## config.mk

```make
export PLATFORM = sky130hd
export DESIGN_NAME = rsef_top
export DESIGN_NICKNAME = d
export VERILOG_FILES = /design/src/inc/rsef_pkg.sv /design/src/inc/rsef_rx_if.sv /design/src/rsef_emd_check.sv /design/src/rsef_top.sv
export VERILOG_INCLUDE_DIRS = /design/src /design/src/inc
export SDC_FILE = /design/constraint.sdc
export NUM_CORES = 2
export LEC_CHECK = 0
export BUFFER_PORTS_ARGS = -buffer_cell sky130_fd_sc_hd__buf_2
export CAP_MARGIN = 20
export CORE_ASPECT_RATIO = 1.25
export CORE_MARGIN = 2
export CORE_UTILIZATION = 50
export CTS_CLUSTER_SIZE = 30
export DETAILED_ROUTE_END_ITERATION = 6
export GPL_TIMING_DRIVEN = 1
export PLACE_DENSITY = 0.7
export SYNTH_ARGS = -nofsm -noshare
export SYNTH_HDL_FRONTEND = slang
export SYNTH_SLANG_ARGS = --single-unit
```

## constraint.sdc

```tcl
create_clock -name clk_sys -period 8.8 [get_ports clk_sys]
set_input_delay 0.44 -clock clk_sys [delete_from_list [all_inputs] [get_ports clk_sys]]
set_output_delay 0.44 -clock clk_sys [all_outputs]
set_load 0.02 [all_outputs]
```

## src/inc/rsef_map.svh

```systemverilog
// Register offsets, field positions, reset values and sizes of the reader sync and filter block.
`ifndef RSEF_MAP_SVH
`define RSEF_MAP_SVH

// Register offsets on the plain register port.
`define RSEF_OFF_TX_CTRL 8'h36
`define RSEF_OFF_SYNC_CFG 8'h39
`define RSEF_OFF_FILTER 8'h43
`define RSEF_OFF_STATUS 8'h44

// Reset values.
`define RSEF_TX_CTRL_RST 32'h00000000
`define RSEF_SYNC_CFG_RST 32'h00000000
`define RSEF_FILTER_RST 32'h00000000

// Transmit control fields.
`define RSEF_TX_INVERT_BIT 0
`define RSEF_TX_COND_SW_BIT 1

// Sync configuration fields.
`define RSEF_SYNC_VAL_MSB 31
`define RSEF_SYNC_VAL_LSB 16
`define RSEF_SYNC_PATTERN_LENGTH_MSB 15
`define RSEF_SYNC_PATTERN_LENGTH_LSB 12
`define RSEF_SYNC_NEG_BIT 11
`define RSEF_SYNC_HALF_BIT 10
`define RSEF_SYNC_TYPE_MSB 9
`define RSEF_SYNC_TYPE_LSB 8
`define RSEF_SYNC_VAL_LOAD 16'hB24D
`define RSEF_SYNC_PATTERN_LENGTH_LOAD 4'hF

// Response filter fields.
`define RSEF_FLT_RC_MSB 31
`define RSEF_FLT_RC_LSB 24
`define RSEF_FLT_MAX_MSB 23
`define RSEF_FLT_MAX_LSB 16
`define RSEF_FLT_MIN_MSB 15
`define RSEF_FLT_MIN_LSB 8
`define RSEF_FLT_INTEG_BIT 4
`define RSEF_FLT_PROT_BIT 3
`define RSEF_FLT_RC_EN_BIT 2
`define RSEF_FLT_LEN_EN_BIT 1
`define RSEF_FLT_MASTER_BIT 0

// Frame layout and receive buffer size.
`define RSEF_RC_BYTE_IDX 2'h0
`define RSEF_LEN_BYTE_IDX 2'h1
`define RSEF_BUF_DEPTH 256
`define RSEF_BUF_AW 8

`endif

```

## src/inc/rsef_pkg.sv

```systemverilog
// Types shared by the reader sync and filter block.
package rsef_pkg;

  // Receive sequencer states, one-hot.
  typedef enum logic [3:0] {
    ST_HUNT = 4'h1,
    ST_DATA = 4'h2,
    ST_JUDGE = 4'h4,
    ST_DRAIN = 4'h8
  } rsef_state_t;

  // Interpretation of the sync value field.
  typedef enum logic [1:0] {
    SYNC_PLAIN = 2'h0,
    SYNC_CODED = 2'h1,
    SYNC_BYTE = 2'h2,
    SYNC_RSVD = 2'h3
  } rsef_sync_type_t;

endpackage : rsef_pkg

```

## src/inc/rsef_rx_if.sv

```systemverilog
// Byte stream and verdict between the receive sequencer and the disturbance checker.
`timescale 1ns/10ps
`default_nettype none

interface rsef_rx_if;
  logic sof;
  logic byte_vld;
  logic [7:0] byte_val;
  logic frame_end;
  logic crc_err;
  logic prot_err;
  logic verdict_vld;
  logic verdict_emd;

  modport src (output sof, byte_vld, byte_val, frame_end, crc_err, prot_err, input verdict_vld, verdict_emd);
  modport chk (input sof, byte_vld, byte_val, frame_end, crc_err, prot_err, output verdict_vld, verdict_emd);
endinterface : rsef_rx_if

`default_nettype wire

```

## src/rsef_emd_check.sv

```systemverilog
// Classifies one received response as disturbance or as a valid frame.
`timescale 1ns/10ps
`default_nettype none
`include "rsef_map.svh"

module rsef_emd_check (
  input wire logic clk_sys, // System clock.
  input wire logic rst_n, // Synchronised reset, active low.
  input wire logic [31:0] cfg, // Response filter register.
  rsef_rx_if.chk rx // Byte stream in, verdict out.
);

  logic [1:0] nb_q;
  logic [1:0] nb_d;
  logic [7:0] rc_q;
  logic [7:0] rc_d;
  logic [7:0] len_q;
  logic [7:0] len_d;
  logic vld_q;
  logic emd_q;

  // Byte count and captured bytes, including a byte that lands with the frame end.
  assign nb_d = (rx.byte_vld & (nb_q != 2'h3)) ? nb_q + 2'h1 : nb_q;
  assign rc_d = (rx.byte_vld & (nb_q == `RSEF_RC_BYTE_IDX)) ? rx.byte_val : rc_q;
  assign len_d = (rx.byte_vld & (nb_q == `RSEF_LEN_BYTE_IDX)) ? rx.byte_val : len_q;

  wire master = cfg[`RSEF_FLT_MASTER_BIT];
  wire rc_fail = cfg[`RSEF_FLT_RC_EN_BIT] & ((nb_d == 2'h0) | (rc_d != cfg[`RSEF_FLT_RC_MSB:`RSEF_FLT_RC_LSB]));
  wire len_hi = len_d > cfg[`RSEF_FLT_MAX_MSB:`RSEF_FLT_MAX_LSB];
  wire len_lo = len_d < cfg[`RSEF_FLT_MIN_MSB:`RSEF_FLT_MIN_LSB];
  wire len_fail = cfg[`RSEF_FLT_LEN_EN_BIT] & ((nb_d < 2'h2) | len_hi | len_lo);
  wire int_fail = cfg[`RSEF_FLT_INTEG_BIT] & rx.crc_err;
  wire prot_fail = cfg[`RSEF_FLT_PROT_BIT] & rx.prot_err;
  wire emd_d = master & (rc_fail | len_fail | int_fail | prot_fail);

  // Capture state; a new frame start clears the previous capture.
  always_ff @(posedge clk_sys or negedge rst_n) begin
    if (!rst_n) begin
      nb_q <= 2'h0;
      rc_q <= 8'h00;
      len_q <= 8'h00;
    end else if (rx.sof) begin
      nb_q <= 2'h0;
      rc_q <= 8'h00;
      len_q <= 8'h00;
    end else begin
      nb_q <= nb_d;
      rc_q <= rc_d;
      len_q <= len_d;
    end
  end

  // Verdict follows the frame end by one cycle.
  always_ff @(posedge clk_sys or negedge rst_n) begin
    if (!rst_n) begin
      vld_q <= 1'b0;
      emd_q <= 1'b0;
    end else begin
      vld_q <= rx.frame_end;
      emd_q <= rx.frame_end & emd_d;
    end
  end

  assign rx.verdict_vld = vld_q;
  assign rx.verdict_emd = emd_q;

endmodule : rsef_emd_check

`default_nettype wire

```

## src/rsef_top.sv

```systemverilog
// Reader-mode transmit shaping, receive sync hunter and response disturbance filter.
//
// Added by the designer: strobed register access.
`timescale 1ns/10ps
`default_nettype none
`include "rsef_map.svh"

// Notes on behaviour
// - Invert bit set outputs the inverted transmit modulation, else unchanged.
// - Switch bit set drives card-mode conductance from transmission-in-progress, not envelope.
// - Transmit-active follows transmission-in-progress, registered one cycle later.
// - Receiver hunts the preamble held in the sync value field first.
// - Number of valid sync bits equals the length field plus one.
// - Negative-edge mode starts the frame at a falling edge, no correlation.
// - Half-last mode requires the final sync bit at half length.
// - Type zero uses plain bits; type one uses data and collision pairs.
// - Type two resynchronises on the start bit of every byte.
// - Loading the 212/424 configuration sets sync value B24D and length F.
// - Code check flags a frame whose first byte differs from expected.
// - Length check flags a length byte above the maximum.
// - Length check flags a length byte below the minimum.
// - Integrity check flags a response with an integrity error.
// - Protocol check flags a response with a protocol error.
// - Code check disabled accepts any code; needs master enable.
// - Length check disabled accepts any length; needs master enable.
// - Master enable clear ignores every filter setting.
// - Response filter register resets to all zeros.

module rsef_top (
  input wire logic clk_sys, // System clock, 50 MHz.
  input wire logic nrst, // Asynchronous reset, active low.
  input wire logic [7:0] reg_addr, // Register address.
  input wire logic [31:0] reg_wdata, // Register write data.
  input wire logic reg_wr, // Write strobe.
  input wire logic reg_rd, // Read strobe.
  output logic [31:0] reg_rdata, // Read data, one cycle after the strobe.
  input wire logic tx_envelope, // Transmit modulation envelope.
  input wire logic tx_in_progress, // Encoder is sending a frame.
  output logic tx_mod, // Shaped modulation signal.
  output logic tx_active, // Transmission-active indication.
  output logic cm_conductance, // Card-mode conductance value switch.
  input wire logic load_rf_configuration, // Configuration load pulse.
  input wire logic load_proto_212_424, // Load selects the 212/424 reader protocol.
  input wire logic rx_bit_vld, // One demodulated bit this cycle.
  input wire logic rx_bit, // Demodulated bit value.
  input wire logic rx_bit_coll, // Collision seen on this bit.
  input wire logic rx_bit_half, // This bit lasted half a bit period.
  input wire logic rx_fall_edge, // Falling edge of the received envelope.
  input wire logic rx_frame_end, // End of the received frame.
  input wire logic rx_crc_err, // Integrity error, valid with frame end.
  input wire logic rx_prot_err, // Protocol error, valid with frame end.
  output logic [7:0] rx_data, // Accepted frame byte.
  output logic rx_data_vld, // Byte valid.
  output logic rx_data_last, // Last byte of the frame.
  output logic sync_found // Start of frame detected.
);

  ////////////////////////////////////////////////////////////////////////////
  // Reset release and register access.

  // Address compare used by every register select.
  function automatic logic rsef_hit(input logic [7:0] addr, input logic [7:0] off);
    rsef_hit = (addr == off);
  endfunction : rsef_hit

  logic rst_meta_q;
  logic rst_n_q;

  // Reset is applied at once and released after two edges.
  always_ff @(posedge clk_sys or negedge nrst) begin
    if (!nrst) begin
      rst_meta_q <= 1'b0;
      rst_n_q <= 1'b0;
    end else begin
      rst_meta_q <= 1'b1;
      rst_n_q <= rst_meta_q;
    end
  end

  logic [31:0] txc_q;
  logic [31:0] syn_q;
  logic [31:0] flt_q;
  logic [31:0] syn_d;
  logic [31:0] rdata_q;
  logic [7:0] drop_cnt_q;
  rsef_pkg::rsef_state_t st_q;
  rsef_pkg::rsef_state_t st_d;

  // Register selects.
  wire sel_txc = rsef_hit(reg_addr, `RSEF_OFF_TX_CTRL);
  wire sel_syn = rsef_hit(reg_addr, `RSEF_OFF_SYNC_CFG);
  wire sel_flt = rsef_hit(reg_addr, `RSEF_OFF_FILTER);
  wire sel_sts = rsef_hit(reg_addr, `RSEF_OFF_STATUS);
  wire load_hit = load_rf_configuration & load_proto_212_424;

  assign syn_d = load_hit ? {`RSEF_SYNC_VAL_LOAD, `RSEF_SYNC_PATTERN_LENGTH_LOAD, syn_q[11:0]} :
                 (reg_wr & sel_syn) ? reg_wdata : syn_q;

  // Read multiplexer; unmapped addresses read zero.
  wire [31:0] sts_word = {16'h0000, drop_cnt_q, 4'h0, st_q};
  wire [31:0] rd_mux = sel_txc ? txc_q : sel_syn ? syn_q : sel_flt ? flt_q : sel_sts ? sts_word : 32'h00000000;

  always_ff @(posedge clk_sys or negedge rst_n_q) begin
    if (!rst_n_q) begin
      txc_q <= `RSEF_TX_CTRL_RST;
      syn_q <= `RSEF_SYNC_CFG_RST;
      flt_q <= `RSEF_FILTER_RST;
      rdata_q <= 32'h00000000;
    end else begin
      txc_q <= (reg_wr & sel_txc) ? reg_wdata : txc_q;
      syn_q <= syn_d;
      flt_q <= (reg_wr & sel_flt) ? reg_wdata : flt_q;
      rdata_q <= reg_rd ? rd_mux : 32'h00000000;
    end
  end

  assign reg_rdata = rdata_q;

  ////////////////////////////////////////////////////////////////////////////
  // Transmit shaping.

  logic tx_mod_q;
  logic tx_act_q;
  logic cond_q;

  wire tx_mod_d = tx_envelope ^ txc_q[`RSEF_TX_INVERT_BIT];
  wire cond_d = txc_q[`RSEF_TX_COND_SW_BIT] ? tx_in_progress : tx_envelope;

  always_ff @(posedge clk_sys or negedge rst_n_q) begin
    if (!rst_n_q) begin
      tx_mod_q <= 1'b0;
      tx_act_q <= 1'b0;
      cond_q <= 1'b0;
    end else begin
      tx_mod_q <= tx_mod_d;
      tx_act_q <= tx_in_progress;
      cond_q <= cond_d;
    end
  end

  assign tx_mod = tx_mod_q;
  assign tx_active = tx_act_q;
  assign cm_conductance = cond_q;

  ////////////////////////////////////////////////////////////////////////////
  // Sync hunter.

  wire [15:0] sync_val = syn_q[`RSEF_SYNC_VAL_MSB:`RSEF_SYNC_VAL_LSB];
  wire [3:0] sync_pattern_length = syn_q[`RSEF_SYNC_PATTERN_LENGTH_MSB:`RSEF_SYNC_PATTERN_LENGTH_LSB];
  wire sync_neg = syn_q[`RSEF_SYNC_NEG_BIT];
  wire sync_half = syn_q[`RSEF_SYNC_HALF_BIT];
  wire [1:0] sync_type = syn_q[`RSEF_SYNC_TYPE_MSB:`RSEF_SYNC_TYPE_LSB];
  wire mode_coded = (sync_type == rsef_pkg::SYNC_CODED);
  wire mode_byte = (sync_type == rsef_pkg::SYNC_BYTE);
  wire in_hunt = (st_q == rsef_pkg::ST_HUNT);
  wire in_data = (st_q == rsef_pkg::ST_DATA);

  logic [15:0] hbit_q;
  logic [15:0] hcoll_q;
  logic [4:0] hcnt_q;

  // History including the bit arriving now; index 0 is the newest bit.
  wire [15:0] hbit_d = {hbit_q[14:0], rx_bit};
  wire [15:0] hcoll_d = {hcoll_q[14:0], rx_bit_coll};
  wire [15:0] plain_ok;
  wire [15:0] coded_ok;

  // Per-position pattern compare, last pattern bit in sync value bit 0.
  for (genvar i = 0; i < 16; i++) begin : g_cmp
    wire unused_pos = 4'(i) > sync_pattern_length;
    assign plain_ok[i] = unused_pos | (hbit_d[i] == sync_val[i]);
    if (i < 8) begin : g_coded
      wire [1:0] grp = sync_val[2 * i + 1:2 * i];
      assign coded_ok[i] = unused_pos | (grp[0] ? hcoll_d[i] : (!hcoll_d[i] & (hbit_d[i] == grp[1])));
    end else begin : g_none
      assign coded_ok[i] = 1'b1;
    end
  end

  wire enough = hcnt_q >= {1'b0, sync_pattern_length};
  wire half_ok = !sync_half | rx_bit_half;
  wire pat_hit = rx_bit_vld & enough & half_ok & (mode_coded ? &coded_ok : &plain_ok);
  wire sof_hit = in_hunt & (sync_neg ? rx_fall_edge : mode_byte ? (rx_bit_vld & !rx_bit) : pat_hit);

  // Bit history advances only while hunting.
  always_ff @(posedge clk_sys or negedge rst_n_q) begin
    if (!rst_n_q) begin
      hbit_q <= 16'h0000;
      hcoll_q <= 16'h0000;
      hcnt_q <= 5'h00;
    end else if (!in_hunt | sof_hit) begin
      hcnt_q <= 5'h00;
    end else if (rx_bit_vld) begin
      hbit_q <= hbit_d;
      hcoll_q <= hcoll_d;
      hcnt_q <= (hcnt_q == 5'h10) ? hcnt_q : hcnt_q + 5'h01;
    end
  end

  ////////////////////////////////////////////////////////////////////////////
  // Byte assembly and frame buffer.

  logic [7:0] sh_q;
  logic [2:0] bcnt_q;
  logic wait_start_q;
  logic [`RSEF_BUF_AW:0] wcnt_q;
  logic [`RSEF_BUF_AW:0] rptr_q;
  logic [7:0] buf_mem [0:`RSEF_BUF_DEPTH-1];

  wire take_bit = in_data & rx_bit_vld & !(mode_byte & wait_start_q);
  wire start_seen = in_data & rx_bit_vld & mode_byte & wait_start_q & !rx_bit;
  wire [7:0] asm_byte = mode_byte ? {rx_bit, sh_q[7:1]} : {sh_q[6:0], rx_bit};
  wire byte_done = take_bit & (bcnt_q == 3'h7);
  wire buf_room = wcnt_q < (`RSEF_BUF_AW + 1)'(`RSEF_BUF_DEPTH);
  wire frm_end = in_data & rx_frame_end;

  // Shift register and bit counter; byte mode takes bits LSB first.
  always_ff @(posedge clk_sys or negedge rst_n_q) begin
    if (!rst_n_q) begin
      sh_q <= 8'h00;
      bcnt_q <= 3'h0;
      wait_start_q <= 1'b0;
    end else if (sof_hit | start_seen) begin
      bcnt_q <= 3'h0;
      wait_start_q <= 1'b0;
    end else if (take_bit) begin
      sh_q <= asm_byte;
      bcnt_q <= bcnt_q + 3'h1;
      wait_start_q <= mode_byte & byte_done;
    end
  end

  // Buffer fill level; restarts with every frame.
  always_ff @(posedge clk_sys or negedge rst_n_q) begin
    if (!rst_n_q) begin
      wcnt_q <= '0;
    end else if (sof_hit) begin
      wcnt_q <= '0;
    end else if (byte_done & buf_room) begin
      wcnt_q <= wcnt_q + 1'b1;
    end
  end

  // Frame bytes are held until the verdict is known.
  always_ff @(posedge clk_sys) begin
    if (byte_done & buf_room) begin
      buf_mem[wcnt_q[`RSEF_BUF_AW-1:0]] <= asm_byte;
    end
  end

  ////////////////////////////////////////////////////////////////////////////
  // Disturbance checker and receive sequencer.

  rsef_rx_if rx_if ();

  assign rx_if.sof = sof_hit;
  assign rx_if.byte_vld = byte_done;
  assign rx_if.byte_val = asm_byte;
  assign rx_if.frame_end = frm_end;
  assign rx_if.crc_err = rx_crc_err;
  assign rx_if.prot_err = rx_prot_err;

  rsef_emd_check u_check (
    .clk_sys(clk_sys),
    .rst_n(rst_n_q),
    .cfg(flt_q),
    .rx(rx_if.chk)
  );

  wire keep = rx_if.verdict_vld & !rx_if.verdict_emd & (wcnt_q != '0);
  wire drain_last = (st_q == rsef_pkg::ST_DRAIN) & (rptr_q == wcnt_q - 1'b1);

  always_comb begin
    st_d = st_q;
    unique case (st_q)
      rsef_pkg::ST_HUNT: begin
        if (sof_hit) begin
          st_d = rsef_pkg::ST_DATA;
        end
      end
      rsef_pkg::ST_DATA: begin
        if (frm_end) begin
          st_d = rsef_pkg::ST_JUDGE;
        end
      end
      rsef_pkg::ST_JUDGE: begin
        if (rx_if.verdict_vld) begin
          st_d = keep ? rsef_pkg::ST_DRAIN : rsef_pkg::ST_HUNT;
        end
      end
      rsef_pkg::ST_DRAIN: begin
        if (drain_last) begin
          st_d = rsef_pkg::ST_HUNT;
        end
      end
      default: begin
        st_d = rsef_pkg::ST_HUNT;
      end
    endcase
  end

  logic [7:0] rxd_q;
  logic rxv_q;
  logic rxl_q;
  logic sync_q;

  // State, drain pointer and discarded-frame counter.
  always_ff @(posedge clk_sys or negedge rst_n_q) begin
    if (!rst_n_q) begin
      st_q <= rsef_pkg::ST_HUNT;
      rptr_q <= '0;
      drop_cnt_q <= 8'h00;
    end else begin
      st_q <= st_d;
      rptr_q <= (st_q == rsef_pkg::ST_DRAIN) ? rptr_q + 1'b1 : '0;
      drop_cnt_q <= drop_cnt_q + {7'h00, rx_if.verdict_vld & rx_if.verdict_emd};
    end
  end

  // Accepted bytes leave one per cycle during the drain.
  always_ff @(posedge clk_sys or negedge rst_n_q) begin
    if (!rst_n_q) begin
      rxd_q <= 8'h00;
      rxv_q <= 1'b0;
      rxl_q <= 1'b0;
      sync_q <= 1'b0;
    end else begin
      rxd_q <= (st_q == rsef_pkg::ST_DRAIN) ? buf_mem[rptr_q[`RSEF_BUF_AW-1:0]] : 8'h00;
      rxv_q <= (st_q == rsef_pkg::ST_DRAIN);
      rxl_q <= drain_last;
      sync_q <= sof_hit;
    end
  end

  assign rx_data = rxd_q;
  assign rx_data_vld = rxv_q;
  assign rx_data_last = rxl_q;
  assign sync_found = sync_q;

endmodule : rsef_top

`default_nettype wire

```

Yosys cells after proc, flatten, opt, wreduce, memory -nomap -nowiden
Memories as Yosys holds them, arrays and structs flattened.
Cells that the tools add are included.
{"block": "totals", "regBits": 233, "ramBits": 2048, "romBits": 0, "wordCells": 252, "mem_count": 1, "inputBits": 56, "latchBits": 0}
{"block": "op_classes", "n_mul": 0, "muxes": 45, "reduce_logical": 27, "n_div": 0, "bitwise_logic": 77, "addsub": 7, "eq_ne": 45, "shifts": 0, "order_cmp": 21}
{"name": "buf_mem", "words": 256, "word_bits": 8, "rd": 1, "rd_ports_with_merged_regs": 0, "write_ports": 1, "line_no": "rsef_top.sv:208", "text": "logic [7:0] buf_mem [0:`RSEF_BUF_DEPTH-1];"}
{"op": "2-to-1 mux 32 bit", "n": 6}
{"op": "2-to-1 mux 8 bit", "n": 6}
{"op": "AND 1 bit", "n": 40}
{"op": "OR 1 bit", "n": 33}
{"op": "greater-than comparator 4 bit, first input constant", "n": 8}
{"op": "2-to-1 mux 9 bit", "n": 3}
{"op": "== test 1 bit", "n": 24}
{"op": "2-to-1 mux 4 bit", "n": 5}
{"op": "adder 9 x 1 -> 9 bit, second input constant", "n": 2}
{"op": "== test 8 x 6 -> 1 bit, second input constant", "n": 2}
{"op": "== test 8 x 7 -> 1 bit, second input constant", "n": 2}
{"op": "greater-than comparator 3 x 4 -> 1 bit, first input constant", "n": 4}
{"op": "2-to-1 mux 1 bit", "n": 16}
{"op": "2-to-1 mux 16 bit", "n": 1}
{"op": "case mux 4 bit (4 select lines)", "n": 1}
{"op": "AND reduction 16 bit", "n": 1}
{"op": "2-to-1 mux 5 bit", "n": 3}
{"op": "logical NOT 1 bit", "n": 13}
{"op": "== test 9 bit", "n": 1}
{"op": "less-than comparator 9 bit, second input constant", "n": 1}
{"op": "nonzero test 9 bit", "n": 1}
{"op": "subtractor 9 x 1 -> 9 bit, second input constant", "n": 1}
{"op": "adder 8 x 1 -> 8 bit", "n": 1}
{"op": "greater-than comparator 1 x 4 -> 1 bit, first input constant", "n": 2}
{"op": "28 further kinds", "n": 45}

Longest topological paths before layout
{"block": "logic_depth", "word_depth": 16, "depth_mapped": 15}

Hierarchy
From an unflattened synthesis, not the netlist that was laid out.
{"block": "unflattened", "hier_cells": 4451, "area_unflattened_um2": 90200.3}
{"mod": "rsef_top", "area_per_inst_um2": 88673.8, "seq_area_each_um2": 66830.3, "n_inst": 1, "cells_per_inst": 4284}
{"mod": "rsef_emd_check", "area_per_inst_um2": 1526.5, "seq_area_each_um2": 500.5, "n_inst": 1, "cells_per_inst": 167}

Worst setup path after synthesis
OpenSTA, ideal clock, no wires.
{"block": "synth_timing", "path_type": "input-to-reg", "from": "input port rx_bit", "to": "register u_check.emd_q (netlist: u_check.rx.verdict_emd)", "path_buffers": 1, "path_slack_ns": 3.545, "required_ns": 8.668, "setup_time_ns": 0.132, "arrival_time_ns": 5.123, "stages": 10, "path_cell_list": "clkbuf_1 -> mux2i_1 -> inv_1 -> mux2_2 -> inv_1 -> ha_1 -> nand4_1 -> or2_2 -> a221oi_1 -> o22ai_1"}
{"block": "synth_via", "elab_chain_cells": 11, "elab_cells_between_ends": 16, "classes_between": "order compare (2); eq/ne (1); mux (3); bitwise (10)"}
{"item": "start, declared", "line_no": "rsef_top.sv:45", "text": "input wire logic rx_bit,"}
{"item": "2-to-1 mux 8 bit (*)", "line_no": "rsef_top.sv:212", "text": "wire [7:0] asm_byte = mode_byte ? {rx_bit, sh_q[7:1]} : {sh_q[6:0], rx_bit};"}
{"item": "via asm_byte[0]", "line_no": "rsef_top.sv:212"}
{"item": "2-to-1 mux 8 bit", "line_no": "rsef_emd_check.sv:25", "text": "assign len_d = (rx.byte_vld & (nb_q == `RSEF_LEN_BYTE_IDX)) ? rx.byte_val : len_q;"}
{"item": "greater-than comparator 8 bit", "line_no": "rsef_emd_check.sv:29", "text": "wire len_hi = len_d > cfg[`RSEF_FLT_MAX_MSB:`RSEF_FLT_MAX_LSB];"}
{"item": "OR 1 bit (2 in series)", "line_no": "rsef_emd_check.sv:31", "text": "wire len_fail = cfg[`RSEF_FLT_LEN_EN_BIT] & ((nb_d < 2'h2) | len_hi | len_lo);"}
{"item": "AND 1 bit", "line_no": "rsef_emd_check.sv:31"}
{"item": "OR 1 bit (*) (3 in series)", "line_no": "rsef_emd_check.sv:34", "text": "wire emd_d = master & (rc_fail | len_fail | int_fail | prot_fail);"}
{"item": "AND 1 bit (*)", "line_no": "rsef_emd_check.sv:34"}
{"item": "AND 1 bit (*)", "line_no": "rsef_emd_check.sv:60", "text": "emd_q <= rx.frame_end & emd_d;"}
{"item": "end signal, assigned", "line_no": "rsef_emd_check.sv:60"}
{"item": "end, declared", "line_no": "rsef_emd_check.sv:20", "text": "logic emd_q;"}
Mark *: on every way through the listed nets, which the timed path passes. The rest lies on a longest branch.
A chain may end at the register's enable or synchronous reset.

Worst setup path in the final report
{"block": "layout_timing", "from": "register rptr_q[0]", "to": "register rxd_q[2] (netlist: rx_data[2])"}
{"block": "layout_via", "elab_chain_cells": 2}
{"item": "start, declared", "line_no": "rsef_top.sv:207", "text": "logic [`RSEF_BUF_AW:0] rptr_q;"}
{"item": "start signal, assigned", "line_no": "rsef_top.sv:315", "text": "rptr_q <= (st_q == rsef_pkg::ST_DRAIN) ? rptr_q + 1'b1 : '0;"}
{"item": "memory read (256 x 8 bit)"}
{"item": "2-to-1 mux 8 bit", "line_no": "rsef_top.sv:328", "text": "rxd_q <= (st_q == rsef_pkg::ST_DRAIN) ? buf_mem[rptr_q[`RSEF_BUF_AW-1:0]] : 8'h00;"}
{"item": "end signal, assigned", "line_no": "rsef_top.sv:328"}
{"item": "end, declared", "line_no": "rsef_top.sv:302", "text": "logic [7:0] rxd_q;"}
No other way between the ends.

==> metrics.cfg <==
[routing]
antenna_violating_nets_post_route=0
route.detailed.vias_per_inst=6.32
drcViolationCount=0
finalWirelength_mm=218
drt_first_iter_violations=5862
wl_per_cell_um=30.4
firstDrtPassIters=6
routed-via-count=45300

[layout]
layout.cells.non_filler=7163
net_total_in_the_final_layout=4718
stdcell_area_sq_um=99800
post-route-util=0.561
area_growth_syn_to_layout_pct=11.3
drive_above_1_share=0.239

[global_routing]
grt.total_usage=0.238
grt_max_degree=167
initial_antenna_violation_count=4
grt-ovfl-total=0
grt_first_pass_wirelength_mm=317
number_of_global_route_vias_before_repair=45500

[yosys]
syn-instance-count=4475
synth_largest_type_area_fraction=0.686
post_synth.cell_area_avg_sq_um=20.0
synthesis.nets=4564
synth.yosys.seq_area_share=0.751
synth_seq_cells=2281
netlist_top_cells_count=edfxtp_1, mux4_2, nor2_1
synth.distinct_cells=80
post_synth_instance_area_sq_um=89600
post_synth_top_flop=edfxtp_1
synth-async-reset-ratio=0.102
synth_edf_count=2048
cell_type_with_the_highest_aggregate_area_in_the_netlist=edfxtp_1
synth_top_cells_by_area=edfxtp_1, mux4_2, dfrtp_1, nor2_1, mux2_2
synthesis.yosys.warnings=0
post-synth-top-count-cell=edfxtp_1

[place]
dpl.hpwl_mm=128
numPortBuffers=101
placedCellCount=6739
place_congestion=0.849
post_dp_cell_area_sq_um=92500

[sta]
timing.final.max_slew_violations=0
worst-slew-pin-transition_ps=1330
period_needed_ps=4690
final.setup.tns_ps=0
rsz_0062_raised_after_global_routing=false
hold_viol_final=0
final.setup_skew_ps=40.5
final.period_utilization=0.533
max_slew_margin=0.101
fmax_mhz=213
timing.final.setup_violations=0

[setup_path]
required_ps=9490
cp_top_family=compound AO/OA/AOI/OAI gates
worst-path-max-fanout=91
worst_r2r_startpoint=rptr_q[0]$_DFF_PN0_
crit_path_max_delay_cell_type=dfrtp_4
timing.reg2reg.worst_path_depth=7
setup.worst_path.class=flip-flop to flip-flop
cp-endpoint=rx_data[2]$_DFF_PN0_
regToRegSetupSlack_ps=4110
path_cells=buf_12 > mux4_2 > a22o_1 > a221oi_1 > o22ai_1 > o21ai_0 > nand4_1
critical_path.max_stage_delay_ps=1030
cp.buffers_inverters=1
critical_path.startpoint_type=flip-flop
critical_path_cell_count=7
arrival_time_of_data_at_the_critical_path_endpoint_ps=5380
critical_path.startpoint=rptr_q[0]$_DFF_PN0_
endpoint_kind=flip-flop
r2r_end=rx_data[2]$_DFF_PN0_

[clock_tree]
tritoncts.num_buffers=206
path_clk_slew_ps=60
cts.sink_count=2281
deepest_clock_path_buffer_count=3
clk_root_buffer_cell=clkbuf_16
cts_setup_buffers=0
cts_tree=built
post_cts_hold_buffer_count=40
resized_cells_post_cts=0
clk-insertion-delay-late_ps=860
clock_tree.htree_level_count=4

[die]
floorplan.die.width_um=383
dieHeight_um=477
ios=102
die-area_sq_um=183000
starting_density_of_the_core=0.504
floorplan.rows=173
design.core.area_sq_um=178000

[run_status]
outcome=completed

[power]
static-leakage-power_nw=32.9
finalPower_w=0.0213
worst_ir_drop_vdd_mv=0.206
powerDensity_nw_per_um2=213

[worst_hold_path]
min_path_type=input port to flip-flop

[flow_run]
timing.max_cap.violations=0

-- worst reg2reg max path, delay by kind of cell (launching register included) --
family | cells | cell delay, ps
buffers and inverters | 1 | 510
multiplexers | 1 | 860
AND/OR/NAND/NOR | 1 | 210
AO/OA/AOI/OAI | 4 | 1910
flip-flops | 1 | 1030
-- logic make-up after synthesis --
logic type | Yosys count | share of synthesized area
flip-flops | 2281 | 0.751
multiplexers | 661 | 0.149
AND/OR/NAND/NOR | 640 | 0.0326
AO/OA/AOI/OAI | 474 | 0.0393
buffers and inverters | 318 | 0.0172
XOR/XNOR | 67 | 0.00655
adder cells (fa/ha/maj) | 33 | 0.00461
other | 1 | 0.0000418
-- cell usage in the layout, fill, tap and decap left out, types with 12 or more instances in the layout --
master            n
a21boi_0         14
a21o_1           12
a21oi_1          41
a221oi_1         77
a222oi_1         32
a22o_1           66
a22oi_1          49
a31oi_1          15
and2_1           13
buf_2           101
buf_4            62
bufinv_16        22
clkbuf_1         34
clkbuf_16       207
clkinv_1         56
clkinv_2         34
dfrtp_1         228
dlygate4sd3_1    40
edfxtp_1       2048
ha_1             33
inv_1            39
mux2_2          102
mux2i_1          33
mux4_2          526
nand2_1         132
nand3_1          33
nand4_1          14
nor2_1          318
nor2b_1          31
nor3_1           20
o21ai_0          68
o22ai_1          46
xnor2_1          37
xor2_1           30
-- per-layer routing --
| layer | global-route usage | part of all wire | routed length, um |
|---|---|---|---|
| met5 | 0 | 0.000051 | 11 |
| met3 | 0.0398 | 0.083 | 18000 |
| met4 | 0.102 | 0.044 | 9470 |
| met1 | 0.316 | 0.37 | 81100 |
| met2 | 0.393 | 0.50 | 109000 |
-- registers in the layout (all words and copies together) (netlist names), 3 cells and up --
register       count
hbit_q            15
syn_q             32
hcnt_q             5
reg_rdata         32
hcoll_q            7
flt_q             32
buf_mem         2048
u_check.len_q      8
rptr_q             9
u_check.rc_q       8
txc_q             32
rx_data            8
sh_q               8
drop_cnt_q         8
st_q               4
wcnt_q             9
bcnt_q             3
-- stage by stage --
step / hold slack [ps] / setup WS (ps)
2_1_floorplan: 144 / 1830
3_3_place_gp: 225 / 4130
3_5_place_dp: 229 / 4160
4_1_cts: 37.5 / 4130
5_1_grt: 86.9 / 3950
6_report: 91.2 / 4110
-- area by class of cell --
| class | count | area, sq um |
|---|---|---|
| Antenna cell | 1 | 2.50 |
| Clock buffer | 246 | 5380 |
| Tap cell | 2362 | 2960 |
| Clock inverter | 133 | 1370 |
| Multi-Input combinational cell | 1876 | 20800 |
| Fill cell | 13100 | 78200 |
| Inverter | 49 | 245 |
| Sequential cell | 2281 | 67300 |
| Timing Repair Buffer | 215 | 1630 |
-- power by group --
| group | internal, W | total [W] | switching (W) |
|---|---|---|---|
| logic | 0.000173 | 0.000386 | 0.000213 |
| registers | 0.0118 | 0.0119 | 0.0000945 |
| clock network | 0.00502 | 0.00901 | 0.00399 |
-- worst min-delay path by stage --
stage,start,end,depth (start not counted)
finish,reg_addr[1],reg_rdata[11]$_DFF_PN0_,5
floorplan,nrst,rst_meta_q$_DFF_PN0_,0
global placement,nrst,rst_meta_q$_DFF_PN0_,1
detailed placement,nrst,rst_meta_q$_DFF_PN0_,1
global route,reg_addr[1],reg_rdata[15]$_DFF_PN0_,5
CTS,reg_addr[1],reg_rdata[15]$_DFF_PN0_,5
No activity file was read; power rests on OpenSTA's default activity.
